`config.mk`:
```
export PLATFORM = sky130hd
export DESIGN_NAME = lcdc_top
export DESIGN_NICKNAME = d
export VERILOG_FILES = /design/src/core/lcdc_edge_sync.v /design/src/core/lcdc_top.v
export VERILOG_INCLUDE_DIRS = /design/src /design/src/core
export SDC_FILE = /design/constraint.sdc
export NUM_CORES = 2
export LEC_CHECK = 0
export BUFFER_PORTS_ARGS = -buffer_cell sky130_fd_sc_hd__buf_2
export CORE_MARGIN = 4
export CORE_UTILIZATION = 55
export CTS_CLUSTER_SIZE = 12
export DETAILED_ROUTE_END_ITERATION = 8
export PLACE_DENSITY = 0.73
export SKIP_CTS_REPAIR_TIMING = 1
export SLEW_MARGIN = 20
export SYNTH_ARGS = -nofsm -noshare
export SYNTH_HDL_FRONTEND = slang
export SYNTH_SLANG_ARGS = --single-unit
```
`constraint.sdc`:
```
create_clock -name i_clk -period 6.15 [get_ports i_clk]
set_input_delay 1.23 -clock i_clk [delete_from_list [all_inputs] [get_ports i_clk]]
set_output_delay 1.23 -clock i_clk [all_outputs]
set_load 0.05 [all_outputs]
```
`src/core/lcdc_consts.vh`:
```
// Purpose: Offsets, field positions, reset values and counts of the segment LCD controller.
// Assumes: APB byte addresses, one 32-bit word per register.
// Notes: Definitions only.
`ifndef LCDC_CONSTS_VH
`define LCDC_CONSTS_VH

// ----------------------------------------------------------------------
// Register byte offsets
// ----------------------------------------------------------------------
`define LCDC_OFS_MAIN 12'h000
`define LCDC_OFS_POWER 12'h004
`define LCDC_OFS_SUPPLY 12'h008
`define LCDC_OFS_BLINK 12'h00c
`define LCDC_OFS_RVC 12'h010
`define LCDC_OFS_STATUS 12'h014
`define LCDC_OFS_PEN_LO 12'h018
`define LCDC_OFS_PEN_HI 12'h01c
`define LCDC_OFS_BACKPLANE_ENABLE_VECTOR_LO 12'h020
`define LCDC_OFS_BACKPLANE_ENABLE_VECTOR_HI 12'h024
`define LCDC_OFS_WF_BASE 12'h100
`define LCDC_OFS_WF_LAST 12'h1fc

// ----------------------------------------------------------------------
// Field positions
// ----------------------------------------------------------------------
`define LCDC_MAIN_EN 7
`define LCDC_MAIN_SRC 6
`define LCDC_MAIN_FRAME_CLOCK_PRESCALE_HI 5
`define LCDC_MAIN_FRAME_CLOCK_PRESCALE_LO 3
`define LCDC_MAIN_DUTY_HI 2
`define LCDC_PWR_IEN 7
`define LCDC_PWR_WAI 1
`define LCDC_PWR_STP 0
`define LCDC_SUP_CPEN 7
`define LCDC_SUP_HREF 6
`define LCDC_SUP_PUMP_CLOCK_ADJUST_HI 5
`define LCDC_SUP_PUMP_CLOCK_ADJUST_LO 4
`define LCDC_SUP_BYP 2
`define LCDC_BLK_BLINK 7
`define LCDC_BLK_ALT 6
`define LCDC_BLK_BLANK 5
`define LCDC_BLK_BLINK_MODE 3
`define LCDC_RVC_EN 7
`define LCDC_STAT_FLAG 0

// ----------------------------------------------------------------------
// Reset values, writable masks and encodings
// ----------------------------------------------------------------------
`define LCDC_RST_MAIN 8'h03
`define LCDC_RST_POWER 8'h00
`define LCDC_RST_SUPPLY 8'h00
`define LCDC_RST_BLINK 8'h00
`define LCDC_RST_RVC 8'h00
`define LCDC_MASK_POWER 8'h83
`define LCDC_MASK_SUPPLY 8'hf7
`define LCDC_MASK_BLINK 8'hef
`define LCDC_MASK_RVC 8'h8f
`define LCDC_DUTY_QUARTER 3'h3
`define LCDC_DUTY_EIGHTH 3'h7
`define LCDC_SUP_LCD_PIN 2'h2
`define LCDC_SUP_CORE 2'h1
`define LCDC_SUP_EXT 2'h3
`define LCDC_ALT_SHIFT 3'h4

// ----------------------------------------------------------------------
// Timing counts
// ----------------------------------------------------------------------
`define LCDC_PHASE_TICKS_BASE 16'h0004

`endif

```
`src/core/lcdc_edge_sync.v`:
```
// Purpose: Brings a foreign clock pin into i_clk and marks each rising edge.
// Assumes: The pin toggles well below half the i_clk rate.
// Notes: The first stage feeds only the second stage.
`timescale 1ns/1ps

module lcdc_edge_sync (
    input wire i_clk,
    input wire i_rst,
    input wire i_pin,
    output reg o_rise
);

    reg meta_r;
    reg sync_r;
    reg last_r;

    always @(posedge i_clk) begin
        if (i_rst) begin
            meta_r <= 1'b0;
            sync_r <= 1'b0;
            last_r <= 1'b0;
            o_rise <= 1'b0;
        end else begin
            meta_r <= i_pin;
            sync_r <= meta_r;
            last_r <= sync_r;
            o_rise <= sync_r & ~last_r;
        end
    end

endmodule // lcdc_edge_sync

```
`src/core/lcdc_top.v`:
```
// Purpose: Segment LCD controller setup, phase sequencer and pin drive over APB.
// Assumes: i_wait and i_stop come from core logic on i_clk.
// Notes: Analog bias levels are outside; pins carry the digital active level.
//
// Design decisions made here: the placing of the registers and the APB register port.
`timescale 1ns/1ps
`include "lcdc_consts.vh"

module lcdc_top #(
    parameter NUM_PINS = 64,
    parameter BLINK_CNT_W = 8
) (
    input wire i_clk,
    input wire i_rst,
    input wire i_psel,
    input wire i_penable,
    input wire i_pwrite,
    input wire [11:0] i_paddr,
    input wire [31:0] i_pwdata,
    output reg [31:0] o_prdata,
    output reg o_pready,
    output reg o_pslverr,
    input wire i_external_osc_clock,
    input wire i_alternate_clock,
    input wire i_wait,
    input wire i_stop,
    output reg [NUM_PINS-1:0] o_seg_out,
    output reg [NUM_PINS-1:0] o_seg_oe,
    output reg o_irq,
    output reg o_charge_pump_enable,
    output reg o_pump_tripler,
    output reg [1:0] o_pump_clock_adjust,
    output reg o_buffer_bypass,
    output reg o_supply_lcd_pin,
    output reg o_supply_core,
    output reg o_supply_external,
    output reg o_regulator_enable,
    output reg [3:0] o_regulator_trim
);

    // ------------------------------------------------------------------
    // Registers
    // ------------------------------------------------------------------
    reg [7:0] main_r;
    reg [7:0] power_r;
    reg [7:0] supply_r;
    reg [7:0] blink_r;
    reg [7:0] rvc_r;
    reg frame_flag_r;
    reg [NUM_PINS-1:0] pen_r;
    reg [NUM_PINS-1:0] backplane_enable_vector_r;
    reg [7:0] wf_mem [0:NUM_PINS-1];

    wire module_enable = main_r[`LCDC_MAIN_EN];
    wire frame_irq_enable = power_r[`LCDC_PWR_IEN];
    wire wait_disable = power_r[`LCDC_PWR_WAI];
    wire stop_disable = power_r[`LCDC_PWR_STP];
    wire blink_enable = blink_r[`LCDC_BLK_BLINK];
    wire alternate_display = blink_r[`LCDC_BLK_ALT];
    wire blank_display = blink_r[`LCDC_BLK_BLANK];
    wire blink_mode = blink_r[`LCDC_BLK_BLINK_MODE];
    wire [2:0] blink_rate = blink_r[2:0];

    // ------------------------------------------------------------------
    // APB slave
    // ------------------------------------------------------------------
    // The first access cycle captures read data; the answer comes one
    // cycle later and a write lands on the edge that completes it.
    wire acc = i_psel & i_penable;
    wire wr_done = acc & o_pready & i_pwrite;
    wire in_wf = (i_paddr >= `LCDC_OFS_WF_BASE) && (i_paddr <= `LCDC_OFS_WF_LAST);
    wire [5:0] wf_idx = i_paddr[7:2];
    wire aligned = (i_paddr[1:0] == 2'h0);
    wire status_w1c = wr_done && (i_paddr == `LCDC_OFS_STATUS) &&
        i_pwdata[`LCDC_STAT_FLAG];
    reg [31:0] rd_nxt;
    reg err_nxt;

    always @* begin
        rd_nxt = 32'h0000_0000;
        err_nxt = 1'b0;
        if (!aligned) begin
            err_nxt = 1'b1;
        end else if (i_paddr == `LCDC_OFS_MAIN) begin
            rd_nxt = {24'h00_0000, main_r};
        end else if (i_paddr == `LCDC_OFS_POWER) begin
            rd_nxt = {24'h00_0000, power_r};
        end else if (i_paddr == `LCDC_OFS_SUPPLY) begin
            rd_nxt = {24'h00_0000, supply_r};
        end else if (i_paddr == `LCDC_OFS_BLINK) begin
            rd_nxt = {24'h00_0000, blink_r};
        end else if (i_paddr == `LCDC_OFS_RVC) begin
            rd_nxt = {24'h00_0000, rvc_r};
        end else if (i_paddr == `LCDC_OFS_STATUS) begin
            rd_nxt = {31'h0000_0000, frame_flag_r};
        end else if (i_paddr == `LCDC_OFS_PEN_LO) begin
            rd_nxt = pen_r[31:0];
        end else if (i_paddr == `LCDC_OFS_PEN_HI) begin
            rd_nxt = pen_r[63:32];
        end else if (i_paddr == `LCDC_OFS_BACKPLANE_ENABLE_VECTOR_LO) begin
            rd_nxt = backplane_enable_vector_r[31:0];
        end else if (i_paddr == `LCDC_OFS_BACKPLANE_ENABLE_VECTOR_HI) begin
            rd_nxt = backplane_enable_vector_r[63:32];
        end else if (in_wf) begin
            rd_nxt = {24'h00_0000, wf_mem[wf_idx]};
        end else begin
            err_nxt = 1'b1;
        end
    end

    always @(posedge i_clk) begin
        if (i_rst) begin
            o_pready <= 1'b0;
            o_prdata <= 32'h0000_0000;
            o_pslverr <= 1'b0;
        end else begin
            o_pready <= acc & ~o_pready;
            if (acc && !o_pready) begin
                o_prdata <= i_pwrite ? 32'h0000_0000 : rd_nxt;
                o_pslverr <= err_nxt;
            end else begin
                o_pslverr <= 1'b0;
            end
        end
    end

    always @(posedge i_clk) begin
        if (i_rst) begin
            main_r <= `LCDC_RST_MAIN;
            power_r <= `LCDC_RST_POWER;
            supply_r <= `LCDC_RST_SUPPLY;
            blink_r <= `LCDC_RST_BLINK;
            rvc_r <= `LCDC_RST_RVC;
            pen_r <= {NUM_PINS{1'b0}};
            backplane_enable_vector_r <= {NUM_PINS{1'b0}};
        end else if (wr_done && aligned) begin
            // Any setting may be written in any order; the display only
            // runs while the enable bit is set, whenever it is written.
            if (i_paddr == `LCDC_OFS_MAIN) begin
                main_r <= i_pwdata[7:0];
            end else if (i_paddr == `LCDC_OFS_POWER) begin
                power_r <= i_pwdata[7:0] & `LCDC_MASK_POWER;
            end else if (i_paddr == `LCDC_OFS_SUPPLY) begin
                supply_r <= i_pwdata[7:0] & `LCDC_MASK_SUPPLY;
            end else if (i_paddr == `LCDC_OFS_BLINK) begin
                blink_r <= i_pwdata[7:0] & `LCDC_MASK_BLINK;
            end else if (i_paddr == `LCDC_OFS_RVC) begin
                rvc_r <= i_pwdata[7:0] & `LCDC_MASK_RVC;
            end else if (i_paddr == `LCDC_OFS_PEN_LO) begin
                pen_r[31:0] <= i_pwdata;
            end else if (i_paddr == `LCDC_OFS_PEN_HI) begin
                pen_r[63:32] <= i_pwdata;
            end else if (i_paddr == `LCDC_OFS_BACKPLANE_ENABLE_VECTOR_LO) begin
                backplane_enable_vector_r[31:0] <= i_pwdata;
            end else if (i_paddr == `LCDC_OFS_BACKPLANE_ENABLE_VECTOR_HI) begin
                backplane_enable_vector_r[63:32] <= i_pwdata;
            end
        end
    end

    // Waveform memory has no reset; software must fill it after reset.
    always @(posedge i_clk) begin
        if (wr_done && aligned && in_wf) begin
            wf_mem[wf_idx] <= i_pwdata[7:0];
        end
    end

    // ------------------------------------------------------------------
    // LCD clock source
    // ------------------------------------------------------------------
    wire osc_rise;
    wire alt_rise;

    lcdc_edge_sync u_osc_sync (
        .i_clk(i_clk),
        .i_rst(i_rst),
        .i_pin(i_external_osc_clock),
        .o_rise(osc_rise)
    );

    lcdc_edge_sync u_alt_sync (
        .i_clk(i_clk),
        .i_rst(i_rst),
        .i_pin(i_alternate_clock),
        .o_rise(alt_rise)
    );

    wire lcd_tick = main_r[`LCDC_MAIN_SRC] ? alt_rise : osc_rise;

    // ------------------------------------------------------------------
    // Phase sequencer
    // ------------------------------------------------------------------
    // Duty and prescale are shadowed; while enabled they reload only at a
    // frame boundary so that a write never cuts a frame short.
    reg [2:0] duty_act_r;
    reg [2:0] frame_clock_prescale_act_r;
    reg [15:0] tick_cnt_r;
    reg [2:0] phase_r;
    reg [BLINK_CNT_W-1:0] blink_cnt_r;
    reg blink_off_r;
    reg running_r;

    wire [15:0] phase_ticks = `LCDC_PHASE_TICKS_BASE << frame_clock_prescale_act_r;
    wire phase_end = lcd_tick && (tick_cnt_r == phase_ticks - 16'h0001);
    wire frame_end = phase_end && (phase_r == duty_act_r);
    wire [BLINK_CNT_W-1:0] blink_top = ({{(BLINK_CNT_W-1){1'b0}}, 1'b1} << blink_rate)
        - {{(BLINK_CNT_W-1){1'b0}}, 1'b1};

    always @(posedge i_clk) begin
        if (i_rst) begin
            duty_act_r <= `LCDC_DUTY_QUARTER;
            frame_clock_prescale_act_r <= 3'h0;
            tick_cnt_r <= 16'h0000;
            phase_r <= 3'h0;
            running_r <= 1'b0;
            blink_cnt_r <= {BLINK_CNT_W{1'b0}};
            blink_off_r <= 1'b0;
        end else if (!module_enable) begin
            running_r <= 1'b0;
            tick_cnt_r <= 16'h0000;
            phase_r <= 3'h0;
            duty_act_r <= main_r[`LCDC_MAIN_DUTY_HI:0];
            frame_clock_prescale_act_r <= main_r[`LCDC_MAIN_FRAME_CLOCK_PRESCALE_HI:`LCDC_MAIN_FRAME_CLOCK_PRESCALE_LO];
        end else begin
            running_r <= 1'b1;
            if (phase_end) begin
                tick_cnt_r <= 16'h0000;
                if (frame_end) begin
                    phase_r <= 3'h0;
                    duty_act_r <= main_r[`LCDC_MAIN_DUTY_HI:0];
                    frame_clock_prescale_act_r <= main_r[`LCDC_MAIN_FRAME_CLOCK_PRESCALE_HI:`LCDC_MAIN_FRAME_CLOCK_PRESCALE_LO];
                end else begin
                    phase_r <= phase_r + 3'h1;
                end
            end else if (lcd_tick) begin
                tick_cnt_r <= tick_cnt_r + 16'h0001;
            end
            // Blink period counts whole frames.
            if (!blink_enable) begin
                blink_cnt_r <= {BLINK_CNT_W{1'b0}};
                blink_off_r <= 1'b0;
            end else if (frame_end) begin
                if (blink_cnt_r >= blink_top) begin
                    blink_cnt_r <= {BLINK_CNT_W{1'b0}};
                    blink_off_r <= ~blink_off_r;
                end else begin
                    blink_cnt_r <= blink_cnt_r + {{(BLINK_CNT_W-1){1'b0}}, 1'b1};
                end
            end
        end
    end

    // ------------------------------------------------------------------
    // Frame flag and interrupt
    // ------------------------------------------------------------------
    always @(posedge i_clk) begin
        if (i_rst) begin
            frame_flag_r <= 1'b0;
            o_irq <= 1'b0;
        end else begin
            if (running_r && frame_end) begin
                frame_flag_r <= 1'b1;
            end else if (status_w1c) begin
                frame_flag_r <= 1'b0;
            end
            o_irq <= frame_flag_r & frame_irq_enable;
        end
    end

    // ------------------------------------------------------------------
    // Pin drive
    // ------------------------------------------------------------------
    wire low_power_off = (i_wait & wait_disable) | (i_stop & stop_disable);
    wire show_alt = (alternate_display | (blink_off_r & blink_mode)) &&
        (duty_act_r <= `LCDC_DUTY_QUARTER);
    wire show_blank = blank_display | (blink_off_r & ~blink_mode);
    wire [2:0] fp_phase = show_alt ? (phase_r + `LCDC_ALT_SHIFT) : phase_r;
    reg [NUM_PINS-1:0] seg_nxt;
    reg [NUM_PINS-1:0] oe_nxt;
    integer i;

    always @* begin
        seg_nxt = {NUM_PINS{1'b0}};
        oe_nxt = {NUM_PINS{1'b0}};
        for (i = 0; i < NUM_PINS; i = i + 1) begin
            oe_nxt[i] = running_r & pen_r[i] & ~low_power_off;
            if (backplane_enable_vector_r[i]) begin
                seg_nxt[i] = wf_mem[i][phase_r];
            end else begin
                seg_nxt[i] = wf_mem[i][fp_phase] & ~show_blank;
            end
        end
    end

    always @(posedge i_clk) begin
        if (i_rst) begin
            o_seg_out <= {NUM_PINS{1'b0}};
            o_seg_oe <= {NUM_PINS{1'b0}};
            o_charge_pump_enable <= 1'b0;
            o_pump_tripler <= 1'b0;
            o_pump_clock_adjust <= 2'h0;
            o_buffer_bypass <= 1'b0;
            o_supply_lcd_pin <= 1'b0;
            o_supply_core <= 1'b0;
            o_supply_external <= 1'b0;
            o_regulator_enable <= 1'b0;
            o_regulator_trim <= 4'h0;
        end else begin
            o_seg_out <= seg_nxt & oe_nxt;
            o_seg_oe <= oe_nxt;
            o_charge_pump_enable <= supply_r[`LCDC_SUP_CPEN];
            o_pump_tripler <= supply_r[`LCDC_SUP_HREF];
            o_pump_clock_adjust <= supply_r[`LCDC_SUP_PUMP_CLOCK_ADJUST_HI:`LCDC_SUP_PUMP_CLOCK_ADJUST_LO];
            o_buffer_bypass <= supply_r[`LCDC_SUP_BYP];
            o_supply_lcd_pin <= (supply_r[1:0] == `LCDC_SUP_LCD_PIN);
            o_supply_core <= (supply_r[1:0] == `LCDC_SUP_CORE);
            o_supply_external <= (supply_r[1:0] == `LCDC_SUP_EXT);
            o_regulator_enable <= rvc_r[`LCDC_RVC_EN];
            o_regulator_trim <= rvc_r[3:0];
        end
    end

endmodule // lcdc_top

```
==> flow_metrics.py <==
metrics = {
    "sta": {
        "drv_slew": 0,
        "post-route-worst-setup-slack_ns": 2.165,
        "worst_slew_margin_rel_pct": 20.82,
        "grt_setup_unrepaired": "no",
        "layout_min_cycle_time_ns": 3.985,
        "report.final.hold_viol_count": 0,
        "setup_viol": 0,
        "fmax_ghz": 0.2509,
        "fin_skew_ns": 0.02569,
        "final.period_utilization_pct": 64.80,
        "worst_slew_pin_slew_ns": 1.178,
        "setup_total_negative_slack_ns": 0,
    },
    "routing": {
        "drt-initial-drc-count": 4341,
        "routed_wl_mm": 119.8,
        "via_count": 27620,
        "drtAntennaViolNets": 0,
        "dr.pass1.iters": 8,
        "drc_errors": 0,
        "post_drt_wl_per_cell_um": 29.18,
        "drt_via_density": 6.731,
    },
    "power_and_ir_drop": {
        "ir_drop_mv": 0.2460,
        "p_switching_mw": 2.598,
        "internal_power_mw": 9.509,
        "p_seq_share_pct": 52.0,
        "swShare_pct": 21.46,
        "cellLeakagePower_nw": 15.01,
        "power.density_mw_per_mm2": 276.0,
        "power.clock.fraction_pct": 44.3,
        "post-layout-total-power_mw": 12.11,
        "comb_power_share_pct": 3.7,
    },
    "logic_synthesis": {
        "synth_top_family_by_area": "multiplexers",
        "postSynth.asyncResetShare_pct": 0,
        "yosys-mux-area-fraction_pct": 20.06,
        "combined_area_of_all_synthesized_cells_mm2": 0.03919,
        "post_synth_num_cell_types": 80,
        "avgSynthCellArea_um2": 13.36,
        "synth_adder_area_share_pct": 0.3512,
        "synth_enable_flop_cells": 512,
        "synth-simple-area-share_pct": 10.60,
        "ys_seq_area_share_pct": 58.54,
        "synth-compound-area-share_pct": 7.474,
        "yosysWarningCount": 0,
        "synthesized_area_fraction_occupied_by_xor_and_xnor_cells_pct": 0.4917,
        "synth-main-ff-cell": "sky130_fd_sc_hd__edfxtp_1",
        "syn-instance-count": 2933,
        "syn_nets": 2997,
        "ys_seq_elements": 890,
    },
    "critical_path": {
        "worst-path-max-fanout": 36,
        "worst-endpoint-required_ns": 6.63,
        "critPathKind": "in2reg",
        "critical_path_start_type": "primary input",
        "worst_ep_arrival_time_ns": 4.46,
        "worst_setup_path_end_kind": "flip-flop",
    },
    "floorplan": {
        "std_cell_rows": 97,
        "die_w_um": 274.9,
        "core_region_area_mm2": 0.07039,
        "die_area_mm2": 0.07559,
        "fp.dieH_um": 274.9,
        "floorplan.initialDensity_pct": 55.68,
        "pin_count": 229,
    },
    "hold_path": {
        "worstHoldPathType": "reg2reg",
    },
    "flow_run": {
        "maxCapViolCount": 0,
    },
    "global_routing": {
        "global_route_wire_length_before_repair_mm": 176.9,
        "grt.total_usage_pct": 31.38,
        "number_of_antenna_violations_at_the_first_check_in_global_routing": 5,
        "grt_pass1_vias": 26870,
        "globalRoute.totalOverflow": 0,
        "pin_count_of_the_biggest_net_entering_global_routing": 93,
    },
    "placed_design": {
        "dp_slack_ns": 1.687,
        "post-dp-hpwl_mm": 79.57,
        "routabilityCongestion": 0.9864,
        "port_buffers": 228,
    },
    "final_layout": {
        "filler_cell_count": 5124,
        "multi_input_comb_area_mm2": 0.01534,
        "layout_stage_area_growth_over_the_synthesis_result_pct": 11.92,
        "register_area_mm2": 0.02295,
        "final_layout_size_suffix_gt1_share_pct": 23.98,
        "finish.net_count": 3153,
    },
    "clock_tree": {
        "ctsLongestPathBuffers": 3,
        "cts.sink_count": 890,
        "tritoncts": "yes",
        "cts-root-buf": "sky130_fd_sc_hd__clkbuf_16",
        "cts.clk_slew.worst_paths_ns": 0.06,
        "clk-insertion-delay-late_ns": 0.66,
        "cts_made_buffers": 91,
        "cts_max_level": 3,
    },
    "outcome": {
        "outcome": "completed",
    },
}
power by group through the flow:
stage                     Clock, mW  Sequential, mW  Combinational, mW
after floorplan                   0            6.42              0.237
after global placement            0            6.42              0.429
after detailed placement          0            6.42              0.437
after CTS                      5.39            6.29              0.438
after global routing           5.66            6.29              0.462
final                          5.37            6.29              0.448
metal layers:
layer | vias to the layer above | wire length (µm) | GRT usage [%]
li1 | 11440 | - | -
met1 | 13680 | 43630 | 42.35
met2 | 2119 | 55350 | 49.16
met3 | 378 | 14890 | 7.588
met4 | 6 | 5853 | 13.57
met5 | - | 41 | 0
final timing paths:
kind,startpoint,to,slack (ns),cells past startpoint
hold / removal,u_alt_sync.last_r,u_alt_sync.o_rise,0.39,1
setup reg to reg,o_pready,wf_mem[53][6],2.87,4
hold reg to reg,u_alt_sync.last_r,u_alt_sync.o_rise,0.39,1
setup / recovery,i_paddr[5],pen_r[52],2.17,9
flip-flops by register name (all words and copies together), names as in the netlist, 2 cells and up:
name                        cells
o_seg_out                      64
o_pump_clock_adjust             2
phase_r                         3
blink_cnt_r                     8
o_seg_oe                       64
tick_cnt_r                     16
duty_act_r                      3
frame_clock_prescale_act_r      3
supply_r                        7
power_r                         3
main_r                          8
blink_r                         7
wf_mem                        512
rvc_r                           5
backplane_enable_vector_r      64
pen_r                          64
o_regulator_trim                4
o_prdata                       32
Yosys cell counts (all sizes together) (9+ instances only):
cell type  count  area (µm²)
a21oi        193       969.7
nand4         11       75.07
edfxtp       512       15370
mux2i        115        1151
clkbuf        86       322.8
nand3         20       105.1
mux2          72       810.8
nor2         156       590.6
dfxtp        378        7567
o31ai         68       524.3
or3           10       62.56
o22ai          9       56.30
nand2        456        1714
xor2          17       148.9
a21o          32       240.2
nor3          22       147.6
o21ai         45       225.2
buf          111       584.3
ha            11       137.6
inv           17       63.81
a22oi         10       80.07
a222oi        24       240.2
mux4         262        5901
a211oi        10       75.07
and2         142       888.4
nor2b         27       168.9
final cells by class:
type | instances | share of cell area [%]
Clock buffer | 146 | 6.153
Sequential cell | 890 | 52.32
Timing Repair Buffer | 260 | 3.312
Multi-Input combinational cell | 1829 | 34.97
Clock inverter | 19 | 0.3965
Inverter | 17 | 0.1455
Tap cell | 940 | 2.681
Antenna cell | 3 | 0.01711
critical path: stages:
cell and delay, ns:
sky130_fd_sc_hd__buf_2 0.10, sky130_fd_sc_hd__buf_4 0.37, sky130_fd_sc_hd__or3_1 0.75, sky130_fd_sc_hd__nor4_4 0.18, sky130_fd_sc_hd__nor3_1 0.65, sky130_fd_sc_hd__nand2_1 0.51, sky130_fd_sc_hd__buf_4 0.42, sky130_fd_sc_hd__nand2_1 0.14
sky130_fd_sc_hd__a21oi_1 0.07
cell usage in the layout (no fill, tap or decap), types with 10 or more instances in the layout:
master / netlist / final
sky130_fd_sc_hd__mux2i_1: 115 / 115
sky130_fd_sc_hd__ha_1: 11 / 11
sky130_fd_sc_hd__or3_1: 10 / 10
sky130_fd_sc_hd__mux2_2: 72 / 72
sky130_fd_sc_hd__nor2b_1: 27 / 27
sky130_fd_sc_hd__a21o_1: 32 / 31
sky130_fd_sc_hd__dfxtp_1: 378 / 375
sky130_fd_sc_hd__nand2_1: 455 / 455
sky130_fd_sc_hd__buf_4: 17 / 35
sky130_fd_sc_hd__clkbuf_1: 86 / 34
sky130_fd_sc_hd__a211oi_1: 10 / 10
sky130_fd_sc_hd__nand4_1: 10 / 10
sky130_fd_sc_hd__a21oi_1: 192 / 192
sky130_fd_sc_hd__edfxtp_1: 512 / 512
sky130_fd_sc_hd__nor3_1: 17 / 17
sky130_fd_sc_hd__inv_1: 17 / 16
sky130_fd_sc_hd__a222oi_1: 24 / 24
sky130_fd_sc_hd__nand3_1: 19 / 19
sky130_fd_sc_hd__xor2_1: 17 / 17
sky130_fd_sc_hd__mux4_2: 262 / 262
sky130_fd_sc_hd__o21ai_0: 44 / 44
sky130_fd_sc_hd__clkbuf_16: 0 / 93
sky130_fd_sc_hd__buf_2: 77 / 219
sky130_fd_sc_hd__o31ai_1: 67 / 67
sky130_fd_sc_hd__nor2_1: 154 / 152
sky130_fd_sc_hd__and2_1: 137 / 139
sky130_fd_sc_hd__clkbuf_8: 0 / 17
cells by family after synthesis:
| group | after synthesis |
|---|---|
| and+or+nand+nor | 897 |
| DFF | 890 |
| AOI/OAI and AO/OA | 449 |
| muxes | 449 |
| buffers and inverters | 214 |
| xor gates and xnor gates | 22 |
| adders and majority gates | 11 |
| other | 1 |
through the flow:
step	cell area, µm²	utilization [%]	cells	hold slack (ns)
after floorplan	39190	-	2933	0.3674
after global placement	40980	58.21	3936	0.3729
after detailed placement	40980	58.22	3936	0.3844
after CTS	43860	62.30	4101	0.3918
after global routing	43860	62.30	4101	0.4109
final	43860	62.31	4104	0.3875
(Power assumes the default switching activity.)
